$ cat src/hw/pmc_pkg.sv
// Contract
// - Core-halt stops core, peripherals keep running.
// - Sleep instruction with deep-sleep clear enters halt.
// - Halt from handler wakes on takeable interrupt.
// - Clock-stop gates core and peripheral clocks.
// - Only enabled sources wake from clock-stop.
// - Fast wake keeps slow clock source running.
// - Deep-sleep set, select clear: clock-stop mode.
// - Either sleep instruction enters clock-stop mode.
// - Fourteen enabled pin wakes exit deepest sleep.
// - Listed peripheral sources also exit deepest sleep.
// - One retention control per RAM block.
// - Asleep indicator high throughout deepest sleep.
// - Core held until core supplies valid.
// - Reset held while battery below reset threshold.
// - Low-battery flag set below warning threshold.
// - Enables for analog power and three regulators.
// - Drive supply switch selects battery or buck.
// - Each peripheral has its own clock gate.
// - Reduced-speed modes differ only in clock speed.
// - Deep-sleep set, select set: deepest sleep mode.
// - Deepest sleep held until enabled wake or reset.
package pmc_pkg;
    localparam int ADDR_W = 8;
    localparam int DATA_W = 32;
    localparam int PIN_WAKES = 14;
    localparam int SRC_WAKES = 8;
    localparam int WAKE_W = PIN_WAKES + SRC_WAKES;
    localparam int REGULATORS = 3;
    localparam int RAM_BLOCKS_DEF = 8;
    localparam int PERIPHS_DEF = 16;

    // Register byte addresses.
    localparam logic [ADDR_W-1:0] OFS_CONFIG = 8'h00;
    localparam logic [ADDR_W-1:0] OFS_WAKE_EN = 8'h04;
    localparam logic [ADDR_W-1:0] OFS_RETAIN = 8'h08;
    localparam logic [ADDR_W-1:0] OFS_REGULATOR = 8'h0C;
    localparam logic [ADDR_W-1:0] OFS_CLOCK_GATE = 8'h10;
    localparam logic [ADDR_W-1:0] OFS_STATUS = 8'h14;

    // Configuration register fields.
    localparam int CFG_W = 6;
    localparam int CFG_MODE_SEL = 0;
    localparam int CFG_LOW_SPEED = 1;
    localparam int CFG_FAST_WAKE = 2;
    localparam int CFG_FAST_SRC_RTC = 3;
    localparam int CFG_DRV_BUCK = 4;
    localparam int CFG_ANALOG_EN = 5;
    localparam logic [CFG_W-1:0] CFG_RESET = 6'h20;

    // Status register fields.
    localparam int ST_MODE_LSB = 0;
    localparam int ST_MODE_W = 3;
    localparam int ST_LOW_BATT = 3;
    localparam int ST_RESET_HOLD = 4;
    localparam int ST_SUPPLY_OK = 5;

    // Mode codes shown in status.
    localparam logic [ST_MODE_W-1:0] CODE_POWERUP = 3'h0;
    localparam logic [ST_MODE_W-1:0] CODE_RUN = 3'h1;
    localparam logic [ST_MODE_W-1:0] CODE_HALT = 3'h2;
    localparam logic [ST_MODE_W-1:0] CODE_STOP = 3'h3;
    localparam logic [ST_MODE_W-1:0] CODE_DEEP = 3'h4;
    localparam logic [ST_MODE_W-1:0] CODE_RESTORE = 3'h5;

    localparam logic [REGULATORS-1:0] REG_RESET = 3'h7;

    typedef enum logic [2:0] {
        M_POWERUP, M_RUN, M_HALT, M_STOP, M_DEEP, M_RESTORE
    } mode_t;
endpackage

$ cat src/hw/wake_qualifier.sv
`timescale 1ns/100ps
// Decides which pending events may end the current low-power mode.
module wake_qualifier
    import pmc_pkg::*;
(
    input wire logic [pmc_pkg::PIN_WAKES-1:0] pin_wake,
    input wire logic [pmc_pkg::SRC_WAKES-1:0] src_wake,
    input wire logic [pmc_pkg::WAKE_W-1:0] wake_en,
    input wire logic irq_pending,
    input wire logic irq_takeable,
    input wire logic slept_in_handler,
    output logic halt_wake,
    output logic enabled_wake
);
    // Inside a handler only an interrupt the core would take counts.
    always_comb begin
        halt_wake = slept_in_handler ? irq_takeable : irq_pending;
    end

    // Disabled sources are masked so that they cannot end a stop.
    always_comb begin
        enabled_wake = |({src_wake, pin_wake} & wake_en);
    end
endmodule // wake_qualifier

$ cat src/hw/power_mode_controller.sv
// Local design decisions: the placing of the registers and the plain strobed port.
`timescale 1ns/100ps
// Power mode sequencer with a plain register port.
module power_mode_controller
    import pmc_pkg::*;
#(
    parameter int RAM_BLOCKS = pmc_pkg::RAM_BLOCKS_DEF,
    parameter int PERIPHS = pmc_pkg::PERIPHS_DEF
) (
    input wire logic MCLK,
    input wire logic NRST,
    input wire logic CE,
    input wire logic [pmc_pkg::ADDR_W-1:0] ADDR,
    input wire logic [pmc_pkg::DATA_W-1:0] WDATA,
    input wire logic WR,
    input wire logic RD,
    output logic [pmc_pkg::DATA_W-1:0] RDATA,
    input wire logic SLEEP_REQ,
    input wire logic DEEP_SLEEP_BIT,
    input wire logic IN_HANDLER,
    input wire logic IRQ_PENDING,
    input wire logic IRQ_TAKEABLE,
    input wire logic [pmc_pkg::PIN_WAKES-1:0] PIN_WAKE,
    input wire logic [pmc_pkg::SRC_WAKES-1:0] SRC_WAKE,
    input wire logic CORE_SUPPLY_VALID,
    input wire logic VBAT_BELOW_RESET,
    input wire logic VBAT_BELOW_WARN,
    output logic CORE_CLK_EN,
    output logic [PERIPHS-1:0] PERIPH_CLK_EN,
    output logic LOW_SPEED,
    output logic LFO_KEEP,
    output logic RTC_KEEP,
    output logic ASLEEP,
    output logic [RAM_BLOCKS-1:0] RAM_RETAIN,
    output logic ANALOG_EN,
    output logic [pmc_pkg::REGULATORS-1:0] REG_EN,
    output logic DRV_FROM_BUCK,
    output logic RESET_HOLD,
    output logic LOW_BATT
);
    import pmc_pkg::*;

    typedef struct packed {
        mode_t mode;
        logic slept_in_handler;
        logic [CFG_W-1:0] config_reg;
        logic [WAKE_W-1:0] wake_en;
        logic [RAM_BLOCKS-1:0] retain;
        logic [REGULATORS-1:0] reg_ctl;
        logic [PERIPHS-1:0] clk_gate;
        logic low_batt;
        logic reset_hold;
        logic core_clk;
        logic [PERIPHS-1:0] periph_clk;
        logic lfo_keep;
        logic rtc_keep;
        logic asleep;
        logic [REGULATORS-1:0] reg_en;
        logic [DATA_W-1:0] rdata;
    } state_t;

    state_t cur;
    state_t next_cur;
    logic halt_wake;
    logic enabled_wake;

    // Code shown in status for each mode.
    function automatic logic [ST_MODE_W-1:0] mode_code(input mode_t m);
        logic [ST_MODE_W-1:0] c;
        c = CODE_POWERUP;
        unique case (m)
            M_POWERUP: c = CODE_POWERUP;
            M_RUN: c = CODE_RUN;
            M_HALT: c = CODE_HALT;
            M_STOP: c = CODE_STOP;
            M_DEEP: c = CODE_DEEP;
            M_RESTORE: c = CODE_RESTORE;
        endcase
        return c;
    endfunction

    // Widens a narrow field to a bus word with zeros above.
    function automatic logic [DATA_W-1:0] zext(input logic [DATA_W-1:0] v,
                                               input int w);
        logic [DATA_W-1:0] mask;
        mask = {DATA_W{1'b1}} >> (DATA_W - w);
        return v & mask;
    endfunction

    wake_qualifier u_wake (
        .pin_wake(PIN_WAKE),
        .src_wake(SRC_WAKE),
        .wake_en(cur.wake_en),
        .irq_pending(IRQ_PENDING),
        .irq_takeable(IRQ_TAKEABLE),
        .slept_in_handler(cur.slept_in_handler),
        .halt_wake(halt_wake),
        .enabled_wake(enabled_wake)
    );

    // Next-state logic for the sequencer, register file and outputs.
    always_comb begin
        logic fast;
        logic [DATA_W-1:0] status;
        next_cur = cur;
        fast = cur.config_reg[CFG_FAST_WAKE];
        status = '0;

        // Register writes steer the sequencer from the next cycle on.
        if (WR) begin
            unique case (ADDR)
                OFS_CONFIG: next_cur.config_reg = WDATA[CFG_W-1:0];
                OFS_WAKE_EN: next_cur.wake_en = WDATA[WAKE_W-1:0];
                OFS_RETAIN: next_cur.retain = WDATA[RAM_BLOCKS-1:0];
                OFS_REGULATOR: next_cur.reg_ctl = WDATA[REGULATORS-1:0];
                OFS_CLOCK_GATE: next_cur.clk_gate = WDATA[PERIPHS-1:0];
                OFS_STATUS: begin
                    if (WDATA[ST_LOW_BATT]) begin
                        next_cur.low_batt = 1'b0;
                    end
                end
                default: ;
            endcase
        end

        // A low supply sets the flag after any clear, so it is never lost.
        if (VBAT_BELOW_WARN) begin
            next_cur.low_batt = 1'b1;
        end
        next_cur.reset_hold = VBAT_BELOW_RESET;

        // Mode sequencer.
        unique case (cur.mode)
            M_POWERUP: begin
                if (CORE_SUPPLY_VALID && !VBAT_BELOW_RESET) begin
                    next_cur.mode = M_RUN;
                end
            end
            M_RUN: begin
                if (SLEEP_REQ) begin
                    next_cur.slept_in_handler = IN_HANDLER;
                    if (!DEEP_SLEEP_BIT) begin
                        next_cur.mode = M_HALT;
                    end else if (cur.config_reg[CFG_MODE_SEL]) begin
                        next_cur.mode = M_DEEP;
                    end else begin
                        next_cur.mode = M_STOP;
                    end
                end
            end
            M_HALT: begin
                if (halt_wake) begin
                    next_cur.mode = M_RUN;
                end
            end
            M_STOP: begin
                if (enabled_wake) begin
                    next_cur.mode = M_RESTORE;
                end
            end
            M_DEEP: begin
                if (enabled_wake) begin
                    next_cur.mode = M_RESTORE;
                end
            end
            M_RESTORE: next_cur.mode = M_RUN;
        endcase

        // A failing battery always returns to the power-up wait.
        if (VBAT_BELOW_RESET) begin
            next_cur.mode = M_POWERUP;
        end

        // Clock gating follows the mode being entered.
        next_cur.core_clk = (next_cur.mode == M_RUN);
        unique case (next_cur.mode)
            M_RUN, M_HALT: next_cur.periph_clk = cur.clk_gate;
            // Peripherals come back one cycle before the core does.
            M_RESTORE: next_cur.periph_clk = cur.clk_gate;
            default: next_cur.periph_clk = '0;
        endcase
        next_cur.lfo_keep = (next_cur.mode == M_STOP) && fast &&
                            !cur.config_reg[CFG_FAST_SRC_RTC];
        next_cur.rtc_keep = (next_cur.mode == M_STOP) && fast &&
                            cur.config_reg[CFG_FAST_SRC_RTC];
        next_cur.asleep = (next_cur.mode == M_DEEP);
        // Regulators drop out in deepest sleep; logic runs off the battery.
        next_cur.reg_en = (next_cur.mode == M_DEEP) ? '0 :
                          cur.reg_ctl;

        // Read data stands in the cycle after the strobe only.
        status[ST_MODE_LSB +: ST_MODE_W] = mode_code(cur.mode);
        status[ST_LOW_BATT] = cur.low_batt;
        status[ST_RESET_HOLD] = cur.reset_hold;
        status[ST_SUPPLY_OK] = CORE_SUPPLY_VALID;
        next_cur.rdata = '0;
        if (RD) begin
            unique case (ADDR)
                OFS_CONFIG: next_cur.rdata = zext(DATA_W'(cur.config_reg),
                                                  CFG_W);
                OFS_WAKE_EN: next_cur.rdata = zext(DATA_W'(cur.wake_en),
                                                   WAKE_W);
                OFS_RETAIN: next_cur.rdata = zext(DATA_W'(cur.retain),
                                                  RAM_BLOCKS);
                OFS_REGULATOR: next_cur.rdata = zext(DATA_W'(cur.reg_ctl),
                                                     REGULATORS);
                OFS_CLOCK_GATE: next_cur.rdata = zext(DATA_W'(cur.clk_gate),
                                                      PERIPHS);
                OFS_STATUS: next_cur.rdata = status;
                default: next_cur.rdata = '0;
            endcase
        end
    end

    // State register; the clock enable freezes everything while low.
    always_ff @(posedge MCLK) begin
        if (!NRST) begin
            cur <= '0;
            cur.mode <= M_POWERUP;
            cur.config_reg <= CFG_RESET;
            cur.reg_ctl <= REG_RESET;
            cur.clk_gate <= '1;
            cur.reset_hold <= 1'b1;
        end else if (CE) begin
            cur <= next_cur;
        end
    end

    // Outputs straight from the state flops.
    assign RDATA = cur.rdata;
    assign CORE_CLK_EN = cur.core_clk;
    assign PERIPH_CLK_EN = cur.periph_clk;
    assign LOW_SPEED = cur.config_reg[CFG_LOW_SPEED];
    assign LFO_KEEP = cur.lfo_keep;
    assign RTC_KEEP = cur.rtc_keep;
    assign ASLEEP = cur.asleep;
    assign RAM_RETAIN = cur.retain;
    assign ANALOG_EN = cur.config_reg[CFG_ANALOG_EN];
    assign REG_EN = cur.reg_en;
    assign DRV_FROM_BUCK = cur.config_reg[CFG_DRV_BUCK];
    assign RESET_HOLD = cur.reset_hold;
    assign LOW_BATT = cur.low_batt;
endmodule // power_mode_controller

$ cat config.mk
export PLATFORM = sky130hd
export DESIGN_NAME = power_mode_controller
export DESIGN_NICKNAME = d
export VERILOG_FILES = /design/src/hw/pmc_pkg.sv /design/src/hw/wake_qualifier.sv /design/src/hw/power_mode_controller.sv
export SDC_FILE = /design/constraint.sdc
export NUM_CORES = 1
export LEC_CHECK = 0
export BUFFER_PORTS_ARGS = -buffer_cell sky130_fd_sc_hd__buf_2
export CORE_MARGIN = 4
export CORE_UTILIZATION = 43
export CTS_CLUSTER_DIAMETER = 200
export DETAILED_ROUTE_END_ITERATION = 12
export PLACE_DENSITY = 0.67
export SETUP_SLACK_MARGIN = 0.4
export SLEW_MARGIN = 40
export SYNTH_ARGS = -nofsm -noshare
export SYNTH_HDL_FRONTEND = slang
export SYNTH_SLANG_ARGS = --single-unit
$ cat constraint.sdc
create_clock -name MCLK -period 2.7 [get_ports MCLK]
set_input_delay 0.27 -clock MCLK [delete_from_list [all_inputs] [get_ports MCLK]]
set_output_delay 0.27 -clock MCLK [all_outputs]
set_load 0.1 [all_outputs]
Yosys cells after proc, flatten, opt, wreduce, memory -nomap -nowiden
Cells that the tools add are included.

Output and inout port bits: 68. Input bits: 75. Bits in read-only memories: 0. Word-level logic and storage cells: 71. Latch bits: 0. Bits in writable memories: 0. Register bits after elaboration: 116. Memories: 0.

Multiplexer cells: 18. Shifts and indexed selects: 0. Add/sub/neg operators: 0. Equality and inequality tests: 15. Reductions and logical operators: 21. Div/mod/pow operators: 0. Bitwise operators: 1. Multiply operators: 0. Order comparisons: 0.

Operator list (count): one-hot mux 22 bit (6 select lines) (1); bitwise AND 22 bit (1); two-way mux 22 bit (1); OR reduction 22 bit (1); two-way mux 3 bit (7); one-hot mux 3 bit (6 select lines) (1); AND reduction 3 bit (6); equality test 8 x 4 -> 1 bit, second input constant (2); equality test 8 x 5 -> 1 bit, second input constant (2); two-way mux 16 bit (1); one-hot mux 3 bit (5 select lines) (1); equality test 3 x 2 -> 1 bit, second input constant (4); equality test 3 bit, second input constant (4); equality test 8 x 3 -> 1 bit, second input constant (1); zero test 8 bit (1); equality test 3 x 1 -> 1 bit, second input constant (2); nonzero test 2 bit (3); two-way mux 1 bit (5); logical AND 1 bit (4); two-way mux 4 bit (1); AND reduction 4 bit (1); zero test 3 bit (1); OR reduction 3 bit (1); zero test 1 bit (2); OR reduction 2 bit (1).

Longest topological paths before layout
Depth after elaboration: 8. Depth in mapped cells: 9.

By module
From an unflattened synthesis, not the netlist that was laid out.

Cell total of the unflattened synthesis: 547. Area, all modules: 5114.9 sq um.

By module, submodules not included: power_mode_controller (area an instance 4971.0 sq um, sequential area each 2122.0 sq um, times used 1, cells each 533); wake_qualifier (area an instance 143.9 sq um, sequential area each 0.0 sq um, times used 1, cells each 14).

Least setup slack after synthesis
Ideal clock, no wire load.

Kind: register -> register. From: reg cur[114] in the netlist's numbering. To: reg cur (netlist bit RDATA[0]). Data arrival time: 1670 ps. Slack: 956 ps. Library setup time: 74 ps. Buffers on the path: 1. Period minus slack after synthesis: 1744 ps. Cell stages (with the launch flop): 10. Path through: dfxtp_1 buf_2 inv_1 ha_1 maj3_1 o22ai_1 nand3b_1 o21ai_0 a222oi_1 o21ai_0.

Cells in the longest elaborated chain, start to end: 4.

Ends and longest elaborated chain: from (decl) (RTL line power_mode_controller.sv:62) `state_t cur;`; from (signal assigned) (RTL line power_mode_controller.sv:225) `cur <= next_cur;`; equality test 3 bit, or another cell as far along (RTL line power_mode_controller.sv:71) `unique case (m)`; one-hot mux 3 bit (6 select lines) (*) (RTL line power_mode_controller.sv:71); one-hot mux 22 bit (6 select lines) (*) (RTL line power_mode_controller.sv:198) `unique case (ADDR)`; two-way mux 22 bit (*) (RTL line power_mode_controller.sv:197) `if (RD) begin`.

Mark *: on every way between the ends. The rest lies on a longest branch, timed or not. A chain may end at the register's enable or synchronous reset.

Final worst setup path
From: reg cur[95] in the netlist's numbering. To: reg cur (netlist bit LFO_KEEP).

Cells in the longest elaborated chain, start to end: 8.

Ends and longest elaborated chain: bitwise AND 22 bit (RTL line wake_qualifier.sv:22) `enabled_wake = |({src_wake, pin_wake} & wake_en);`; OR reduction 22 bit (RTL line wake_qualifier.sv:22); two-way mux 3 bit (RTL line power_mode_controller.sv:157, power_mode_controller.sv:162); one-hot mux 3 bit (5 select lines) (RTL line power_mode_controller.sv:133) `unique case (cur.mode)`; two-way mux 3 bit (RTL line power_mode_controller.sv:170) `if (VBAT_BELOW_RESET) begin`; equality test 3 x 2 -> 1 bit (RTL line power_mode_controller.sv:182) `next_cur.lfo_keep = (next_cur.mode == M_STOP) && fast &&`; logical AND 1 bit (2 in a row) (RTL line power_mode_controller.sv:182).

No other way between the ends.

==> results.ini <==
[timing]
hold_viol_final = 0
fin_crit_sh = 0.797
finalClockSkew_ns = 0.00740
tightest_slew_ns = 0.725
period_minus_slack_ns = 2.15
maxSlewViolCount = 0
fmax_ghz = 0.464
max_slew_margin = 0.511
whs_ns = 0.159
rsz0062_at_grt = no
setup_viol = 0
setup_tns_ns = 0

[floorplan]
die_area_sq_mm = 0.0142
die_x_um = 119
core_sq_mm = 0.0121
start_util = 0.441
die_h_um = 119
io_pins = 143
num_rows = 40

[power_and_ir_drop]
leakage_nw = 2.51
powerDensity_mw_per_mm2 = 580
ir_drop_uv = 311
power_mw = 3.46

[global_routing]
gr-total-overflow = 0
antenna_found_initial = 0
grt_pass1_wl_um = 23700
grt_use_total = 0.207
grt_max_degree = 65
first_global_vias = 4643

[layout]
antenna_cells = 0
drive_gt1_frac = 0.250
syn_to_final_growth_pct = 11.9
finish.net_count = 761
final_cells = 856

[cts]
cts-root-buf = clkbuf_16
clk_path_buf_depth = 2
clk-insertion-delay-late_ns = 0.34
path_clk_slew_ns = 0.07
cts.sink_count = 106
cts_tree = yes
cts_max_level = 3
cts_inserted_buffers = 9

[flow_run]
drv_cap = 0

[logic_synthesis]
yosys_warnings = 0
synth_ff_type = dfxtp_1
synth_area_per_cell_sq_um = 8.45
netlist.area_leader.share = 0.399
synth_cell_types = 51
async_reset_ff_frac = 0
syn_area_sq_mm = 0.00532
yosys.area.top_type = dfxtp_1
yosysSeqAreaShare = 0.399
synth_edf_count = 0
ys_ff_latch = 106
synthTopCellsByArea = dfxtp_1 40%, nand2_1 11%, buf_4 8.6%
postSynthCellCount = 630

[run_status]
status = finished, final reports clean

[route]
postRouteAntennaNets = 0
drtIter0Drc = 523
wl_per_cell_um = 17.6
drt_first_pass_iters = 7
drc_errors = 0
totalWireLength_um = 15000
dr_total_vias = 4709
vias_per_cell = 5.50

[min_path]
min_path_type = primary input to flop

[setup_path]
crit_path_max_incr_delay_ns = 0.35
crit_arrival_ns = 2.40
crit_fanout = 18
crit_type = flop to flop
startpoint_type = flop
cpMaxStageDelayCell = o41ai_2
worstPathRequired_ns = 2.95
crit_path_cell_trace = a22oi_1 -> nand4_1 -> nor4_4 -> a21o_2 -> nand2_2 -> o41ai_2
critPathCaptureType = flop

[placed_design]
dp_hpwl_um = 11000
dp_cells = 841
gp_congestion = 0.856
io_buffer_count = 122

Yosys cell counts (2+ instances only):
library cell    n
o22ai_1         3
a21boi_1        3
nor2b_1         2
ha_1            2
nor2_1          5
buf_4          61
mux2i_1        17
nand3_1        59
buf_6           2
o21ai_0         7
o221ai_1       15
buf_2          14
dfxtp_1       106
inv_1           5
nor3_2          2
nor4_4          2
a222oi_1        8
a21oi_1         3
o2bb2ai_1      15
nand2_1       151
nand2b_1        3
and2_1         21
o31ai_1         2
o41ai_2         2
nand4_1         4
a21boi_0       42
a21oi_2         2
clkbuf_1       23
nor3_1          2
inv_2           2
a22oi_1        20
nor3b_1         3
nor4_1          3
nand2_2         2
state kept, by name, indices dropped and copies added, names as in the netlist:
register       count
LFO_KEEP           1
cur               48
RESET_HOLD         1
REG_EN             3
RTC_KEEP           1
LOW_BATT           1
DRV_FROM_BUCK      1
PERIPH_CLK_EN     16
LOW_SPEED          1
ASLEEP             1
RAM_RETAIN         8
ANALOG_EN          1
CORE_CLK_EN        1
RDATA             22
critical path: cells and delay by family, from the launching register on:
family,cells,cell delay [ns]
AO/OA/AOI/OAI,3,0.89
flip-flops,1,0.33
AND/OR/NAND/NOR,3,0.84
logic make-up after synthesis:
family          after synthesis  share of synthesized area
other cells                   1                   0.000705
compound gates              130                      0.198
flops                       106                      0.399
fa+ha+maj                     4                    0.00870
buf+inv                     108                      0.125
mux                          17                     0.0320
simple gates                264                      0.237
path summary, 6_finish.rpt:
| kind | startpoint | endpoint | slack [ns] | cells past startpoint |
|---|---|---|---|---|
| worst max register to register | cur[95]$_SDFFE_PN0P_ | LFO_KEEP$_SDFFE_PN0P_ | 0.55 | 6 |
| worst min register to register | RTC_KEEP$_SDFFE_PN0P_ | RTC_KEEP$_SDFFE_PN0P_ | 0.45 | 2 |
| worst min-delay path | WDATA[12] | cur[69]$_SDFFE_PN1P_ | 0.16 | 3 |
| worst max-delay path | cur[95]$_SDFFE_PN0P_ | LFO_KEEP$_SDFFE_PN0P_ | 0.55 | 6 |
layout make-up:
cell class	count	area [sq um]
Clock inverter	4	52.6
Multi-Input combinational cell	425	2590
Inverter	7	26.3
Clock buffer	11	243
Tap cell	168	210
Sequential cell	106	2120
Timing Repair Buffer	135	708
Fill cell	1175	6100
metrics by stage:
stage,cell area [sq um],setup slack [ns],utilization
floorplan,5360,0.956,-
detailed placement,5630,0.435,0.467
CTS,5930,0.470,0.492
global route,5960,0.414,0.494
global placement,5630,0.515,0.467
finish,5960,0.547,0.494
layout by cell type (no fill, tap or decap), types with 4 or more instances in the layout:
cell type	n
inv_1	5
o221ai_1	15
nand2_1	151
o21ai_0	7
a21boi_0	42
dfxtp_1	106
buf_2	122
mux2i_1	17
a22oi_1	20
o2bb2ai_1	15
and2_1	21
conb_1	10
buf_4	13
clkbuf_16	9
nand3_1	59
a222oi_1	8
nor2_1	5
nand4_1	4
what timing repair did:
item | CTS | global route
endpoints found under the setup margin | 0 | 16
gates resized for setup | 0 | 4
endpoints found under the hold margin | 0 | 0
buffers inserted | 0 | 0
hold buffers | 0 | 0
routing by layer:
layer | wire, um | global-route usage
met3 | 1150 | 0.0413
met5 | 0 | 0
met1 | 6750 | 0.282
met4 | 351 | 0.0782
met2 | 6790 | 0.324
power breakdown:
part	switching (mW)	internal [mW]
logic	0.401	0.115
clock network	0.588	0.743
registers	0.0195	1.59
Note: power is estimated with default switching activity, not from simulation.
